**src/hw/dflp_consts.svh**
```systemverilog
// Constants for the digital framer line port.
// Assumes inclusion by bare name from the package and the design file.
`ifndef DFLP_CONSTS_SVH
`define DFLP_CONSTS_SVH

// Line rates in kHz
`define DFLP_T1_RATE_KHZ 16'd1544
`define DFLP_E1_RATE_KHZ 16'd2048

// Data-link rate step and select encodings (rate = step * select)
`define DFLP_DL_STEP_KHZ 16'd4
`define DFLP_DL_SEL_MIN 3'h1
`define DFLP_DL_SEL_MAX 3'h5

// Bits per frame and frames per multiframe
`define DFLP_T1_FRAME_BITS 9'd193
`define DFLP_E1_FRAME_BITS 9'd256
`define DFLP_T1_MF_FRAMES 5'd24
`define DFLP_E1_MF_FRAMES 5'd16

// Zero-suppression windows and violation spacing of the substitution codes
`define DFLP_E1_SUB_LEN 4'h4
`define DFLP_T1_SUB_LEN 4'h8
`define DFLP_T1_VIOL_GAP 3'h3

// Reset values
`define DFLP_RST_BIT 1'b0
`define DFLP_RST_CNT9 9'h000
`define DFLP_RST_CNT5 5'h00
`define DFLP_RST_ACC 16'h0000
`define DFLP_RST_LINE 8'h00

`endif

```
**src/hw/dflp_pkg.sv**
```systemverilog
// Types for the digital framer line port.
// Assumes the constants header sits in the include path.
`include "dflp_consts.svh"

package dflp_pkg;

   // Receive rails from the external physical layer device
   typedef struct packed {
      logic pos;
      logic neg;
   } dflp_rx_rails_t;

   // Transmit rails towards the external physical layer device
   typedef struct packed {
      logic first;
      logic second;
   } dflp_tx_rails_t;

   // Received data-link stream towards the external receiver
   typedef struct packed {
      logic clock;
      logic data;
   } dflp_datalink_t;

   // Gapped clock phase
   typedef enum logic [1:0] {
      DL_IDLE,
      DL_DATA,
      DL_HIGH
   } dflp_dl_state_t;

endpackage

```
**src/hw/dflp_line_port.sv**
```systemverilog
// Digital line-side port of a T1/E1 framer, used with the analog line interface bypassed.
// Assumes a single 10 MHz clock; the recovered line clock and all pins are synchronous inputs.
// Notes on behaviour
// - Single-rail select one: NRZ data on first output
// - Second output meaningless in single-rail format
// - Select zero: complementary dual-rail transmit pair
// - Gapped data-link clock at 4 to 20 kHz
// - Data-link output carries zero-suppression-removed data
// - Data-link bits change on recovered clock rise
// - Low sync input aligns transmit multiframe boundary
// - High sync input: multiframe timing runs freely
// - Receive split-phase pair or single-rail positive input
// - Recovered clock samples receive data, T1 or E1
`timescale 1ns/1ps
`default_nettype none
`include "dflp_consts.svh"

module dflp_line_port #(
   parameter int DL_ACC_W = 16
) (
   input wire logic sys_clk,
   input wire logic sys_rst,
   input wire logic clk_en,
   input wire logic line_clk_in,
   input wire logic e1_mode,
   input wire logic line_bypass,
   input wire logic nrz_sel,
   input wire logic rx_single_rail,
   input wire dflp_pkg::dflp_rx_rails_t rx_rails,
   input wire logic tx_data_in,
   input wire logic [2:0] dl_rate_sel,
   input wire logic tx_multiframe_sync_n,
   output logic tx_rail_first_out,
   output logic tx_rail_second_out,
   output logic datalink_gapped_clock,
   output logic datalink_serial_out,
   output logic rx_data_out,
   output logic tx_mf_boundary,
   output logic [4:0] tx_frame_num,
   output logic [8:0] tx_bit_num
);
   import dflp_pkg::*;

   ////////////////////////////////////////////////////////////////////////////
   // Recovered line clock edge

   logic line_clk_q;
   logic line_rise;

   always_ff @(posedge sys_clk)
   begin
      if (sys_rst)
         line_clk_q <= `DFLP_RST_BIT;
      else if (clk_en)
         line_clk_q <= line_clk_in;
   end

   assign line_rise = clk_en && line_clk_in && !line_clk_q;

   ////////////////////////////////////////////////////////////////////////////
   // Transmit rails

   dflp_tx_rails_t tx_q;

   always_ff @(posedge sys_clk)
   begin
      if (sys_rst)
         tx_q <= '0;
      else if (line_rise)
      begin
         if (!line_bypass)
            tx_q <= '0;
         else if (nrz_sel)
         begin
            tx_q.first <= tx_data_in;
            tx_q.second <= `DFLP_RST_BIT;
         end
         else
         begin
            tx_q.first <= tx_data_in;
            tx_q.second <= ~tx_data_in;
         end
      end
   end

   assign tx_rail_first_out = tx_q.first;
   assign tx_rail_second_out = tx_q.second;

   ////////////////////////////////////////////////////////////////////////////
   // Receive decode and zero-suppression removal

   logic mark_now;
   logic mark_pos;
   logic last_pos_q;
   logic viol_now;
   logic [7:0] line_q;
   logic [7:0] clear_mask;
   logic [2:0] since_viol_q;
   logic rx_bit_q;

   // Split-phase pair marks on either rail; single-rail uses the positive input only
   assign mark_now = rx_single_rail ? rx_rails.pos : (rx_rails.pos | rx_rails.neg);
   assign mark_pos = rx_rails.pos;
   assign viol_now = !rx_single_rail && mark_now && (mark_pos == last_pos_q);

   // Bits of the delay line that belong to a substitution code ending now
   function automatic logic [7:0] sub_mask(input logic e1, input logic viol, input logic [2:0] gap);
      logic [7:0] m;
      m = 8'h00;
      if (viol && e1)
         m = 8'h0F;
      else if (viol && (gap == `DFLP_T1_VIOL_GAP))
         m = 8'hFF;
      return m;
   endfunction

   assign clear_mask = sub_mask(e1_mode, viol_now, since_viol_q);

   always_ff @(posedge sys_clk)
   begin
      if (sys_rst)
      begin
         last_pos_q <= `DFLP_RST_BIT;
         since_viol_q <= 3'h0;
         line_q <= `DFLP_RST_LINE;
         rx_bit_q <= `DFLP_RST_BIT;
      end
      else if (line_rise)
      begin
         if (mark_now && !rx_single_rail)
            last_pos_q <= mark_pos;
         if (viol_now)
            since_viol_q <= 3'h1;
         else if (since_viol_q != 3'h7 && since_viol_q != 3'h0)
            since_viol_q <= since_viol_q + 3'h1;
         line_q <= {line_q[6:0], mark_now} & ~clear_mask;
         rx_bit_q <= line_q[7] & ~clear_mask[7];
      end
   end

   assign rx_data_out = rx_bit_q;

   ////////////////////////////////////////////////////////////////////////////
   // Gapped data-link clock and serial output

   logic [DL_ACC_W-1:0] dl_acc_q;
   logic [DL_ACC_W-1:0] dl_step;
   logic [DL_ACC_W-1:0] line_khz;
   logic [DL_ACC_W-1:0] dl_sum;
   logic dl_take;
   logic dl_rate_ok;
   dflp_dl_state_t dl_state_q;
   dflp_datalink_t dl_q;

   assign dl_rate_ok = (dl_rate_sel >= `DFLP_DL_SEL_MIN) && (dl_rate_sel <= `DFLP_DL_SEL_MAX);
   assign dl_step = DL_ACC_W'(`DFLP_DL_STEP_KHZ * {13'h0000, dl_rate_sel});
   assign line_khz = e1_mode ? DL_ACC_W'(`DFLP_E1_RATE_KHZ) : DL_ACC_W'(`DFLP_T1_RATE_KHZ);
   assign dl_sum = dl_acc_q + dl_step;
   assign dl_take = line_rise && dl_rate_ok && (dl_sum >= line_khz);

   always_ff @(posedge sys_clk)
   begin
      if (sys_rst)
         dl_acc_q <= DL_ACC_W'(`DFLP_RST_ACC);
      else if (line_rise && dl_rate_ok)
         dl_acc_q <= dl_take ? dl_sum - line_khz : dl_sum;
   end

   always_ff @(posedge sys_clk)
   begin
      if (sys_rst)
      begin
         dl_state_q <= DL_IDLE;
         dl_q <= '0;
      end
      else if (line_rise)
      begin
         case (dl_state_q)
            DL_IDLE:
            begin
               dl_q.clock <= `DFLP_RST_BIT;
               if (dl_take)
               begin
                  dl_q.data <= rx_bit_q;
                  dl_state_q <= DL_DATA;
               end
            end
            DL_DATA:
            begin
               // Rising edge a full line period after the data settles
               dl_q.clock <= 1'b1;
               dl_state_q <= DL_HIGH;
            end
            DL_HIGH:
            begin
               dl_q.clock <= `DFLP_RST_BIT;
               if (dl_take)
               begin
                  dl_q.data <= rx_bit_q;
                  dl_state_q <= DL_DATA;
               end
               else
                  dl_state_q <= DL_IDLE;
            end
            default:
            begin
               dl_q.clock <= `DFLP_RST_BIT;
               dl_state_q <= DL_IDLE;
            end
         endcase
      end
   end

   assign datalink_gapped_clock = dl_q.clock;
   assign datalink_serial_out = dl_q.data;

   ////////////////////////////////////////////////////////////////////////////
   // Transmit multiframe timing

   logic mf_sync_q;
   logic [8:0] bit_q;
   logic [4:0] frame_q;
   logic [8:0] frame_bits;
   logic [4:0] mf_frames;
   logic mf_bound_q;

   assign frame_bits = e1_mode ? `DFLP_E1_FRAME_BITS : `DFLP_T1_FRAME_BITS;
   assign mf_frames = e1_mode ? `DFLP_E1_MF_FRAMES : `DFLP_T1_MF_FRAMES;

   always_ff @(posedge sys_clk)
   begin
      if (sys_rst)
         mf_sync_q <= 1'b1;
      else if (line_rise)
         mf_sync_q <= tx_multiframe_sync_n;
   end

   always_ff @(posedge sys_clk)
   begin
      if (sys_rst)
      begin
         bit_q <= `DFLP_RST_CNT9;
         frame_q <= `DFLP_RST_CNT5;
         mf_bound_q <= `DFLP_RST_BIT;
      end
      else if (line_rise)
      begin
         if (!mf_sync_q)
         begin
            bit_q <= `DFLP_RST_CNT9;
            frame_q <= `DFLP_RST_CNT5;
            mf_bound_q <= 1'b1;
         end
         else if (bit_q >= frame_bits - 9'd1)
         begin
            bit_q <= `DFLP_RST_CNT9;
            if (frame_q >= mf_frames - 5'd1)
            begin
               frame_q <= `DFLP_RST_CNT5;
               mf_bound_q <= 1'b1;
            end
            else
            begin
               frame_q <= frame_q + 5'd1;
               mf_bound_q <= `DFLP_RST_BIT;
            end
         end
         else
         begin
            bit_q <= bit_q + 9'd1;
            mf_bound_q <= `DFLP_RST_BIT;
         end
      end
   end

   assign tx_mf_boundary = mf_bound_q;
   assign tx_frame_num = frame_q;
   assign tx_bit_num = bit_q;

endmodule

`default_nettype wire

```
**config.mk**
```make
export PLATFORM = sky130hd
export DESIGN_NAME = dflp_line_port
export DESIGN_NICKNAME = d
export VERILOG_FILES = /design/src/hw/dflp_pkg.sv /design/src/hw/dflp_line_port.sv
export VERILOG_INCLUDE_DIRS = /design/src /design/src/hw
export SDC_FILE = /design/constraint.sdc
export NUM_CORES = 1
export LEC_CHECK = 0
export ABC_CLOCK_PERIOD_IN_PS = 12000
export BUFFER_PORTS_ARGS = -buffer_cell sky130_fd_sc_hd__buf_4
export CAP_MARGIN = 20
export CORE_MARGIN = 2
export CORE_UTILIZATION = 55
export DETAILED_ROUTE_END_ITERATION = 8
export PLACE_DENSITY = 0.79
export SYNTH_ARGS = -nofsm -noshare
export SYNTH_HDL_FRONTEND = slang
export SYNTH_SLANG_ARGS = --single-unit
```
**constraint.sdc**
```tcl
create_clock -name sys_clk -period 12 [get_ports sys_clk]
set_clock_uncertainty 0.1 [all_clocks]
set_input_delay 0.6 -clock sys_clk [delete_from_list [all_inputs] [get_ports sys_clk]]
set_output_delay 0.6 -clock sys_clk [all_outputs]
set_load 0.02 [all_outputs]
```
# Word-level counts from Yosys, hierarchy flattened
# Cells that the tools add are included.
dict set report totals {
  elab_cells 84
  input_bits 15
  regBits 52
  out_inout_bits 20
}
dict set report classes {
  n_reduce_logical 21
  bitwise 6
  eq_ne 7
  muxes 23
  addsub 7
  order_cmp 5
}
# cell count
set op_table {}
lappend op_table {{two-way mux 9 bit} 3}
lappend op_table {{adder 16 x 5 -> 16 bit} 1}
lappend op_table {{>= comparator 16 x 12 -> 1 bit} 1}
lappend op_table {{two-way mux 16 bit} 1}
lappend op_table {{two-way mux 8 bit} 2}
lappend op_table {{subtractor 16 x 12 -> 16 bit} 1}
lappend op_table {{two-way mux 5 bit} 3}
lappend op_table {{two-way mux 12 bit} 1}
lappend op_table {{logical AND 1 bit} 10}
lappend op_table {{adder 9 x 1 -> 9 bit (second input constant)} 1}
lappend op_table {{>= comparator 9 bit} 1}
lappend op_table {{subtractor 9 x 1 -> 9 bit (second input constant)} 1}
lappend op_table {{bitwise AND 8 bit} 1}
lappend op_table {{NOT 8 bit} 1}
lappend op_table {{AND reduction 2 bit} 4}
lappend op_table {{two-way mux 1 bit} 7}
lappend op_table {{two-way mux 3 bit} 2}
lappend op_table {{case mux 2 bit (3 select lines)} 1}
lappend op_table {{adder 5 x 1 -> 5 bit (second input constant)} 1}
lappend op_table {{>= comparator 5 bit} 1}
lappend op_table {{subtractor 5 x 1 -> 5 bit (second input constant)} 1}
lappend op_table {{two-way mux 2 bit} 2}
lappend op_table {{two-way mux 4 bit} 1}
lappend op_table {{adder 3 x 1 -> 3 bit (second input constant)} 1}
lappend op_table {{18 further kinds} 20}

# Logic depth before layout (Yosys ltp)
# Gate-level depths: netlist of run 1.
dict set report logic_depth {
  word_depth 9
  ltp_mapped 19
  mapped_depth_nobuf 18
}

# Worst setup path after synthesis of run 1
# No wires, ideal clock.
dict set report synth_path {
  path_type {in2reg}
  start {input dl_rate_sel[0]}
  end {register dl_acc_q[15]}
  setup_slack_ps 7547
  n_path_buf 1
  t_required_ps 11777
  setup_ps 123
  arrival_ps 4230
  cell_stages 17
  cell_sequence {ha_1 -> inv_1 -> fa_1 -> nor2b_1 -> nor2_1 -> nor2b_1 -> and2_1 -> nand4_1 -> xnor2_1 -> ha_1 -> nand3_1 -> a2111o_1 -> and4_1 -> buf_6 -> nor4b_4 -> mux2i_1 -> mux2_1}
}
dict set report synth_via {
  elab_chain_len 5
  elab_cells_between_ends 9
  classes_between {2 x add/sub; 3 x order compare; 1 x mux; 3 x reduce/logical}
}
# item line
set synth_lines {}
lappend synth_lines {{from (decl)} dflp_line_port.sv:31} ;# input wire logic [2:0] dl_rate_sel,
lappend synth_lines {{branches (longest 5 deep; another with adder 16 x 5 -> 16 bit)} n/a}
lappend synth_lines {{to (signal assigned)} dflp_line_port.sv:164} ;# dl_acc_q <= DL_ACC_W'(`DFLP_RST_ACC);
lappend synth_lines {{to (signal assigned)} dflp_line_port.sv:166} ;# dl_acc_q <= dl_take ? dl_sum - line_khz : dl_sum;
lappend synth_lines {{to (decl)} dflp_line_port.sv:146} ;# logic [DL_ACC_W-1:0] dl_acc_q;
# Parallel ways; which one is timed is not known.
# A chain may end at the register's enable or synchronous reset.

# Worst setup path in the final report of run 1
dict set report layout_path {
  start {input dl_rate_sel[0]}
  end {register dl_acc_q[5]}
}
# The elaborated chain is that of the path after synthesis.

==> impl_metrics.csv, run 1 <==
group,metric,value,unit
status,outcome,"finished, final reports clean",
critical_path,cp.required,12130,ps
hold_path,hold_class,"flop to flop",
die,row_count,27,
detailed_routing,first_pass_iters,4,
yosys,synth_fp_nets,446,
critical_path,crit_arrival,5280,ps
die,dieArea,6510,um2
critical_path,max_stage_delay,500,ps
sta,finalWorstSetupSlack,6850,ps
die,fp.dieH,80.7,um
place,gp_congestion,0.897,
cts,hold_buffers,0,
yosys,yosysUniqueCellTypes,55,
global_routing,grt_overflow,0,
yosys,ys_seq_area_share,31.0,%
yosys,synth_cells,409,
place,portBuffers,34,
yosys,synth_top_area_share,31.0,%
yosys,synth_area,3230,um2
detailed_routing,wire_per_inst,14.4,um
final_layout,antennaDiodeCount,0,
final_layout,final_cell_mix,"dfxtp_1, nor2_1, nand2_1",
yosys,synth_top_area_cell,"dfxtp_1",
critical_path,critPathLaunchType,"primary input",
yosys,synth_edf_count,0,
cts,cts_resized,0,
place,dp_slack,6700,ps
die,core_area,5570,um2
detailed_routing,drc,0,
sta,hold_violations,0,
die,ios,35,
sta,tightest_slew,573,ps
global_routing,grt_pass1_wl,12.1,mm
yosys,ys_ff_latch,50,
cts,cts_tree,"built",
run,cap_violations,0,
sta,max_freq,194,MHz
detailed_routing,viasPerCell,5.99,
cts,clk-insertion-delay-late,310,ps
power_and_ir_drop,power.density,94.6,nW/um2
place,hpwlAfterDp,5.17,mm
cts,ctsLongestPathBuffers,2,
critical_path,reg2reg_from,"dl_acc_q[2]$_SDFFE_PP0P_",
power_and_ir_drop,irDropWorstVdd,53.3,uV
detailed_routing,totalWireLength,7.21,mm
die,initial_utilization,58.0,%
final_layout,final_common_cell,"dfxtp_1",
critical_path,cp_slowest_cell,"nand4_1",
final_layout,fin_nets,467,
final_layout,synthToLayoutAreaGrowth,10.3,%
yosys,synth_flop_cell,"dfxtp_1",
sta,period_needed,5150,ps
critical_path,crit_family,"simple AND/OR/NAND/NOR gates",
global_routing,grt_max_degree,51,
sta,tns,0,ps
cts,cts-root-buf,"clkbuf_8",
global_routing,track_usage,23.0,%
cts,cts_buffers,5,
final_layout,fillerInstances,495,
critical_path,worstSetupPathType,"primary input to flop",
critical_path,path_cells,"buf_4, ha_1, inv_1, fa_1, nor2b_1, nor2_1, nor2b_1, and2_1, nand4_1, xnor2_1, ha_1, a21o_1, a21oi_1, inv_1, a221oi_2, nand4_1, and3_1, or4_1, a21oi_1",
sta,grt_setup_unrepaired,"no",
critical_path,crit_fanout,11,
final_layout,drive_above_1_share,11.6,%
critical_path,worstSetupStartpoint,"dl_rate_sel[0]",
cts,cts_sinks,50,
detailed_routing,detail-route-antenna-nets,0,
detailed_routing,drt_first_iter_violations,169,
sta,fin_crit_sh,42.9,%
cts,htreeDepth,2,
sta,max_slew_margin,61.8,%
cts,path_clk_slew,90,ps
global_routing,antenna_found_initial,0,
power_and_ir_drop,leakage,1.41,nW
yosys,yosysWarnings,0,
detailed_routing,num_vias,3007,
critical_path,path_buf_inv,3,
sta,slew_violations,0,
die,die_w,80.7,um
yosys,async_flop_share,0,%
hold_path,hp-start,"dl_state_q[1]$_SDFFE_PP0P_",
cts,post_cts.repair.setup_buffers,0,
sta,setup_violations,0,
yosys,syn_avg_cell_area,7.90,um2
critical_path,cp-end-kind,"flop",
global_routing,grt_pass1_vias,2757,
yosys,synthTopCellsByArea,"dfxtp_1, ha_1, a21oi_1",
[synth_stat cells, types with 5 or more instances]
cell type	n
o211ai_1	6
nor3_1	12
nor2_1	44
and3_1	8
o21ai_0	17
a21oi_1	34
dfxtp_1	50
nand2_1	38
nand2b_1	7
a211oi_1	6
nand3_1	15
xnor2_1	8
a22oi_1	6
clkbuf_1	15
mux2i_1	5
or4_1	5
inv_1	15
or3_1	8
nand4_1	6
ha_1	21
nor2b_1	9
nand3b_1	5
xor2_1	10
[kinds of logic after synthesis]
| group | Yosys count | synth area share [%] |
|---|---|---|
| and+or+nand+nor | 174 | 27.7 |
| AOI/OAI and AO/OA | 99 | 19.7 |
| DFF | 50 | 31.0 |
| buffers and inverters | 37 | 5.03 |
| adders and majority gates | 22 | 8.75 |
| xor gates and xnor gates | 18 | 4.88 |
| muxes | 9 | 2.94 |
[area by class of cell]
cell class	instances	area, um2	share of cell area, %
sequential	50	1000	28.1
timing repair buffer	36	270	7.58
multi-input combinational	322	2070	58.0
tap	72	90.1	2.53
clock inverter	1	7.51	0.211
clock buffer	6	72.6	2.04
inverter	15	56.3	1.58
[stage by stage]
| stage | utilization, % | hold WS, ps | std cells | total power, W | cell area [um2] |
|---|---|---|---|---|---|
| 5_1_grt | 64.0 | 385 | 502 | 0.000356 | 3570 |
| 3_5_place_dp | 62.4 | 342 | 494 | 0.000245 | 3480 |
| 4_1_cts | 63.8 | 355 | 501 | 0.000340 | 3560 |
| 6_report | 64.0 | 356 | 502 | 0.000337 | 3570 |
| 3_3_place_gp | 62.4 | 337 | 494 | 0.000243 | 3480 |
| 2_1_floorplan | - | 331 | 409 | 0.000230 | 3230 |
[per-layer routing]
metal,track usage (%),wire length (um),vias up
li1,-,-,1509
met1,29.9,3320,1407
met2,39.1,3480,80
met3,3.37,321,11
met4,7.29,95,0
met5,0,0,-
[tightest hold or removal path: stages, from the launching register on]
cell and delay (ps):
dfxtp_1 310, nand2_1 50, a21oi_1 50
[final timing paths]
| path | to | slack, ps | cells past startpoint |
|---|---|---|---|
| max reg2reg | dl_acc_q[5]$_SDFFE_PP0P_ | 6880 | 18 |
| min reg2reg | dl_state_q[1]$_SDFFE_PP0P_ | 360 | 2 |
| max | dl_acc_q[5]$_SDFFE_PP0P_ | 6850 | 19 |
| min | dl_state_q[1]$_SDFFE_PP0P_ | 360 | 2 |
[power breakdown]
group          internal, W  leakage (nW)  switching [W]
registers         0.000170         0.404     0.00000426
logic            0.0000274         0.972      0.0000406
clock network    0.0000401        0.0373      0.0000553
[state kept, by name, indices dropped and copies added (netlist names)]
name                   cells
dl_state_q                 2
last_pos_q                 1
mf_sync_q                  1
tx_bit_num                 9
tx_frame_num               5
tx_rail_second_out         1
tx_rail_first_out          1
dl_acc_q                  14
line_q                     8
tx_mf_boundary             1
datalink_gapped_clock      1
datalink_serial_out        1
rx_data_out                1
line_clk_q                 1
since_viol_q               3
(Power assumes the default switching activity.)
==> inputs of run 2 (changes only) <==
--- a/config.mk
+++ b/config.mk
@@ -6,7 +6,7 @@
 export SDC_FILE = /design/constraint.sdc
 export NUM_CORES = 1
 export LEC_CHECK = 0
-export ABC_CLOCK_PERIOD_IN_PS = 12000
+export ABC_CLOCK_PERIOD_IN_PS = 5320
 export BUFFER_PORTS_ARGS = -buffer_cell sky130_fd_sc_hd__buf_4
 export CAP_MARGIN = 20
 export CORE_MARGIN = 2
==> constraint.sdc (replaced) <==
create_clock -name sys_clk -period 5.32 [get_ports sys_clk]
set_clock_uncertainty 0.1 [all_clocks]
set_input_delay 0.266 -clock sys_clk [delete_from_list [all_inputs] [get_ports sys_clk]]
set_output_delay 0.266 -clock sys_clk [all_outputs]
set_load 0.02 [all_outputs]
==> run 2 against run 1 <==
Effect of this change: die area unchanged; non-clock buffer count is 1 higher; core utilization grew 0.67 points; critical path depth is 1 lower; sequential cell count stayed put; via count down 0.63%; design area is 1.1% higher; count of clock-buffer cells in the layout fell by 1; global-route usage grew 0.11 points; critical path type is now flop to flop; largest power group unchanged; highest routed layer unchanged.
==> impl_metrics.csv, run 2 (synthesis gave the netlist of run 1 again) <==
group,metric,value,unit
status,outcome,"finished, final reports clean",
cts,cts_sinks,50,
cts,post_cts.repair.setup_buffers,0,
critical_path,critPathLaunchType,"flop",
global_routing,grt_max_degree,51,
global_routing,grt_pass1_vias,2680,
place,gp_congestion,0.986,
global_routing,track_usage,23.1,%
critical_path,path_buf_inv,2,
final_layout,drive_above_1_share,12.3,%
run,cap_violations,0,
detailed_routing,wire_per_inst,14.1,um
critical_path,max_stage_delay,460,ps
detailed_routing,detail-route-antenna-nets,0,
sta,holdWs,76.6,ps
cts,cts_resized,0,
critical_path,worstSetupPathType,"flop to flop",
place,hpwlAfterDp,5.19,mm
power_and_ir_drop,power.density,229,nW/um2
critical_path,worstRegToRegCells,18,
final_layout,multi_input_area,2070,um2
cts,cts_tree,"built",
sta,setup_violations,0,
critical_path,cp-end-kind,"flop",
global_routing,grt_pass1_wl,12.1,mm
sta,grt_setup_unrepaired,"no",
final_layout,largest_register_ffs,14,
cts,ctsLongestPathBuffers,2,
sta,tightest_slew,600,ps
detailed_routing,totalWireLength,7.11,mm
critical_path,r2r_slack,480,ps
critical_path,crit_fanout,7,
cts,path_clk_slew,100,ps
die,row_count,27,
final_layout,final_cell_mix,"dfxtp_1, nor2_1, nand2_1",
sta,fin_crit_sh,91.0,%
detailed_routing,first_pass_iters,4,
cts,cts_buffers,5,
detailed_routing,drt_first_iter_violations,174,
final_layout,layout.cells.non_filler,504,
final_layout,fillerInstances,485,
final_layout,antennaDiodeCount,0,
cts,cts-root-buf,"clkbuf_8",
hold_path,hold_class,"primary input to flop",
global_routing,antenna_found_initial,0,
final_layout,fin_nets,468,
final_layout,synthToLayoutAreaGrowth,11.5,%
final_layout,ff_latch_area,1000,um2
die,dieArea,6510,um2
sta,tns,0,ps
power_and_ir_drop,irDropWorstVdd,150,uV
critical_path,cp.required,5460,ps
detailed_routing,drc,0,
die,core_area,5570,um2
final_layout,final_common_cell,"dfxtp_1",
die,die_w,80.7,um
sta,max_slew_margin,60.0,%
cts,htreeDepth,2,
critical_path,path_cells,"ha_1, inv_1, fa_1, nor2b_1, nor2_1, nor2b_1, and2_1, nand4_1, xnor2_1, ha_1, a21o_1, a21oi_1, inv_1, a221oi_2, nand4_1, and3_1, or4_1, a21oi_1",
cts,hold_buffers,0,
final_layout,largest-register,"dl_acc_q",
die,fp.dieH,80.7,um
die,initial_utilization,58.0,%
detailed_routing,num_vias,2988,
die,ios,35,
place,portBuffers,34,
power_and_ir_drop,leakage,1.44,nW
hold_path,hp-start,"tx_multiframe_sync_n",
critical_path,crit_family,"simple AND/OR/NAND/NOR gates",
critical_path,reg2reg_from,"dl_acc_q[2]$_SDFFE_PP0P_",
sta,slew_violations,0,
global_routing,grt_overflow,0,
detailed_routing,viasPerCell,5.93,
place,placedCellCount,495,
cts,clk-insertion-delay-late,300,ps
hold_path,hold_end,"mf_sync_q$_SDFFE_PP1P_",
hold_path,hold_depth,3,
critical_path,crit_arrival,4980,ps
sta,hold_violations,0,
sta,period_needed,4840,ps
critical_path,r2r-end,"dl_acc_q[5]$_SDFFE_PP0P_",
critical_path,cp_slowest_cell,"or4_1",
sta,max_freq,206,MHz
## run 2: metrics by stage
step           util (%)  power [W]  cell area, um2  worst slack, ps
3_3_place_gp       62.5   0.000550            3490              783
2_1_floorplan         -   0.000518            3230             1150
3_5_place_dp       62.5   0.000556            3490              563
5_1_grt            64.6   0.000866            3600              149
6_report           64.6   0.000825            3600              477
4_1_cts            64.6   0.000831            3600              551
## run 2: worst register-to-register path, delay by kind of cell (launching register included)
| family | cells | cell delay [ps] |
|---|---|---|
| AND/OR/NAND/NOR | 8 | 2160 |
| flip-flops | 1 | 350 |
| XOR/XNOR | 1 | 230 |
| adder cells (fa/ha/maj) | 3 | 920 |
| AO/OA/AOI/OAI | 4 | 850 |
| buffers and inverters | 2 | 160 |
## run 2: report_power, final
group / total (W) / leakage, nW / internal (W) / switching, W
Sequential: 0.000392 / 0.404 / 0.000383 / 0.00000980
Combinational: 0.000157 / 0.975 / 0.0000640 / 0.0000932
Clock: 0.000276 / 0.0585 / 0.000141 / 0.000134
Total: 0.000825 / 1.44 / 0.000588 / 0.000237
## run 2: layout make-up
type	count	area share, %
Clock buffer	5	1.91
Clock inverter	3	1.22
Inverter	15	1.56
Multi-Input combinational cell	322	57.4
Sequential cell	50	27.8
Tap cell	72	2.50
Timing Repair Buffer	37	7.64
## run 2: metal layers
metal / global-route usage (%) / share of wire, % / up-vias / wire (um)
met1: 31.1 / 47 / 1399 / 3350
met5: 0 / 0 / - / 0
li1: - / - / 1508 / -
met4: 7.29 / 0.91 / 0 / 65
met2: 37.6 / 47 / 75 / 3350
met3: 4.04 / 4.8 / 6 / 341
## run 2: worst max-delay path by stage
| stage | startpoint | to | slack (ps) | cells after the start |
|---|---|---|---|---|
| after floorplan | dl_acc_q[2]$_SDFFE_PP0P_ | dl_acc_q[15]$_SDFFE_PP0P_ | 1150 | 17 |
| after global placement | dl_rate_sel[0] | dl_acc_q[5]$_SDFFE_PP0P_ | 780 | 19 |
| after detailed placement | dl_rate_sel[0] | dl_acc_q[5]$_SDFFE_PP0P_ | 560 | 19 |
| after CTS | dl_acc_q[2]$_SDFFE_PP0P_ | dl_acc_q[5]$_SDFFE_PP0P_ | 550 | 18 |
| after global routing | dl_acc_q[2]$_SDFFE_PP0P_ | dl_acc_q[5]$_SDFFE_PP0P_ | 150 | 18 |
| final | dl_acc_q[2]$_SDFFE_PP0P_ | dl_acc_q[5]$_SDFFE_PP0P_ | 480 | 18 |
==> inputs of run 3 (changes only) <==
--- a/config.mk
+++ b/config.mk
@@ -6,7 +6,7 @@
 export SDC_FILE = /design/constraint.sdc
 export NUM_CORES = 1
 export LEC_CHECK = 0
-export ABC_CLOCK_PERIOD_IN_PS = 5320
+export ABC_CLOCK_PERIOD_IN_PS = 5900
 export BUFFER_PORTS_ARGS = -buffer_cell sky130_fd_sc_hd__buf_4
 export CAP_MARGIN = 20
 export CORE_MARGIN = 2
==> constraint.sdc (replaced) <==
create_clock -name sys_clk -period 5.9 [get_ports sys_clk]
set_clock_uncertainty 0.1 [all_clocks]
set_input_delay 0.295 -clock sys_clk [delete_from_list [all_inputs] [get_ports sys_clk]]
set_output_delay 0.295 -clock sys_clk [all_outputs]
set_load 0.02 [all_outputs]
==> run 3 against run 2 <==
Effect of this change: register-to-register slack improved by 410 ps; die area unchanged; power decreased by 14%; critical path depth unchanged; combinational power decreased by 11%; final cell count decreased by 0.20%; routed wire length increased by 1.8%; first-iteration DRC count increased by 13%; sequential share of layout area increased by 0.17 points.
==> impl_metrics.csv, run 3 (synthesis gave the netlist of run 1 again) <==
group,metric,value,unit
final_layout,final_common_cell,"dfxtp_1",
status,outcome,"finished, final reports clean",
sta,grt_setup_unrepaired,"no",
sta,tns,0,ps
detailed_routing,drt_first_iter_violations,196,
critical_path,worstSetupPathType,"flop to flop",
global_routing,grt_pass1_wl,12.3,mm
die,core_area,5570,um2
global_routing,grt_most_used_layer,"met2",
sta,fin_crit_sh,84.9,%
global_routing,grt_use_met3,4.72,%
power_and_ir_drop,irDropWorstVdd,113,uV
die,row_count,27,
cts,cts_sinks,50,
global_routing,grt_max_degree,51,
final_layout,drive_above_1_share,11.8,%
sta,period_needed,5010,ps
run,cap_violations,0,
hold_path,hold_class,"primary input to flop",
global_routing,met2_usage,40.0,%
final_layout,final_cell_mix,"dfxtp_1, nor2_1, nand2_1",
critical_path,crit_arrival,5160,ps
final_layout,antennaDiodeCount,0,
critical_path,cp.required,6050,ps
detailed_routing,wire_per_inst,14.4,um
cts,cts_tree,"built",
cts,cts-root-buf,"clkbuf_8",
sta,max_freq,200,MHz
detailed_routing,totalWireLength,7.24,mm
power_and_ir_drop,leakage,1.43,nW
cts,post_cts.repair.setup_buffers,0,
critical_path,max_stage_delay,470,ps
detailed_routing,first_pass_iters,4,
critical_path,crit_fanout,11,
cts,ctsLongestPathBuffers,2,
global_routing,grt_pass1_vias,2778,
cts,clk-insertion-delay-late,310,ps
die,fp.dieH,80.7,um
detailed_routing,drc,0,
final_layout,fillerInstances,502,
cts,htreeDepth,2,
die,dieArea,6510,um2
place,hpwlAfterDp,5.23,mm
global_routing,track_usage,23.8,%
sta,slew_violations,0,
detailed_routing,detail-route-antenna-nets,0,
sta,setup_violations,0,
die,initial_utilization,58.0,%
critical_path,path_cells,"ha_1, inv_1, fa_1, nor2b_1, nor2_1, nor2b_1, and2_1, nand4_1, xnor2_1, ha_1, a21o_1, a21oi_1, inv_1, a221oi_2, nand4_1, and3_1, or4_1, a21oi_1",
global_routing,grt_overflow,0,
cts,cts_resized,0,
power_and_ir_drop,power.density,198,nW/um2
final_layout,largest-register,"dl_acc_q",
detailed_routing,viasPerCell,5.94,
cts,hold_buffers,0,
global_routing,gr-usage-met1,30.9,%
final_layout,largest_register_ffs,14,
die,ios,35,
final_layout,synthToLayoutAreaGrowth,10.8,%
place,gp_congestion,0.980,
sta,holdWs,101,ps
global_routing,antenna_found_initial,0,
sta,tightest_slew,574,ps
sta,hold_violations,0,
sta,max_slew_margin,61.8,%
die,die_w,80.7,um
final_layout,fin_nets,467,
critical_path,critPathLaunchType,"flop",
cts,path_clk_slew,100,ps
detailed_routing,num_vias,2990,
place,portBuffers,34,
critical_path,cp_slowest_cell,"or4_1",
cts,cts_buffers,5,
critical_path,cp-end-kind,"flop",
critical_path,r2r_slack,890,ps
## run 3: changes by cell type in the layout (fill, tap and decap cells not counted)
cell	change
buf_2	-1
buf_4	-1
bufinv_16	-1
clkbuf_1	+1
clkbuf_4	+1
clkbuf_8	+1
clkinv_2	-1
## run 3: layout make-up
| class | count | area [um2] | area share, % |
|---|---|---|---|
| sequential | 50 | 1000 | 28.0 |
| timing repair buffer | 36 | 270 | 7.55 |
| clock buffer | 7 | 86.3 | 2.41 |
| multi-input combinational | 322 | 2070 | 57.8 |
| inverter | 15 | 56.3 | 1.57 |
| tap | 72 | 90.1 | 2.52 |
| clock inverter | 1 | 8.76 | 0.245 |
## run 3: worst max-delay path, delay by kind of cell, from the launching register on
family                     cells  cell delay, ps
adders and majority gates      3             950
and+or+nand+nor                8            2380
AOI/OAI and AO/OA              4             800
DFF                            1             350
xor gates and xnor gates       1             220
buffers and inverters          2             160
## run 3: path summary, 6_finish.rpt
kind	startpoint	to	depth (start not counted)
min	tx_multiframe_sync_n	mf_sync_q$_SDFFE_PP1P_	3
min reg2reg	dl_state_q[1]$_SDFFE_PP0P_	dl_state_q[1]$_SDFFE_PP0P_	2
max	dl_acc_q[2]$_SDFFE_PP0P_	dl_acc_q[5]$_SDFFE_PP0P_	18
max reg2reg	dl_acc_q[2]$_SDFFE_PP0P_	dl_acc_q[5]$_SDFFE_PP0P_	18
## run 3: per-stage QoR
stage / area [um2] / power, W / cells / worst slack (ps) / util, %
after floorplan: 3230 / 0.000467 / 409 / 1730 / -
after global placement: 3480 / 0.000494 / 494 / 1140 / 62.4
after detailed placement: 3480 / 0.000498 / 494 / 918 / 62.4
after CTS: 3570 / 0.000713 / 502 / 937 / 64.1
after global routing: 3580 / 0.000746 / 503 / 412 / 64.2
final: 3580 / 0.000708 / 503 / 889 / 64.2
## run 3: where the power goes
group	switching [W]	internal [W]
combinational	0.0000831	0.0000557
clock	0.000119	0.0000972
sequential	0.00000870	0.000345
total	0.000211	0.000498
## run 3: layer usage
layer | vias to the layer above | share of wire (%)
met3 | 8 | 5.4
met1 | 1401 | 47
li1 | 1504 | -
met2 | 77 | 46
met5 | - | 0
met4 | 0 | 1.0
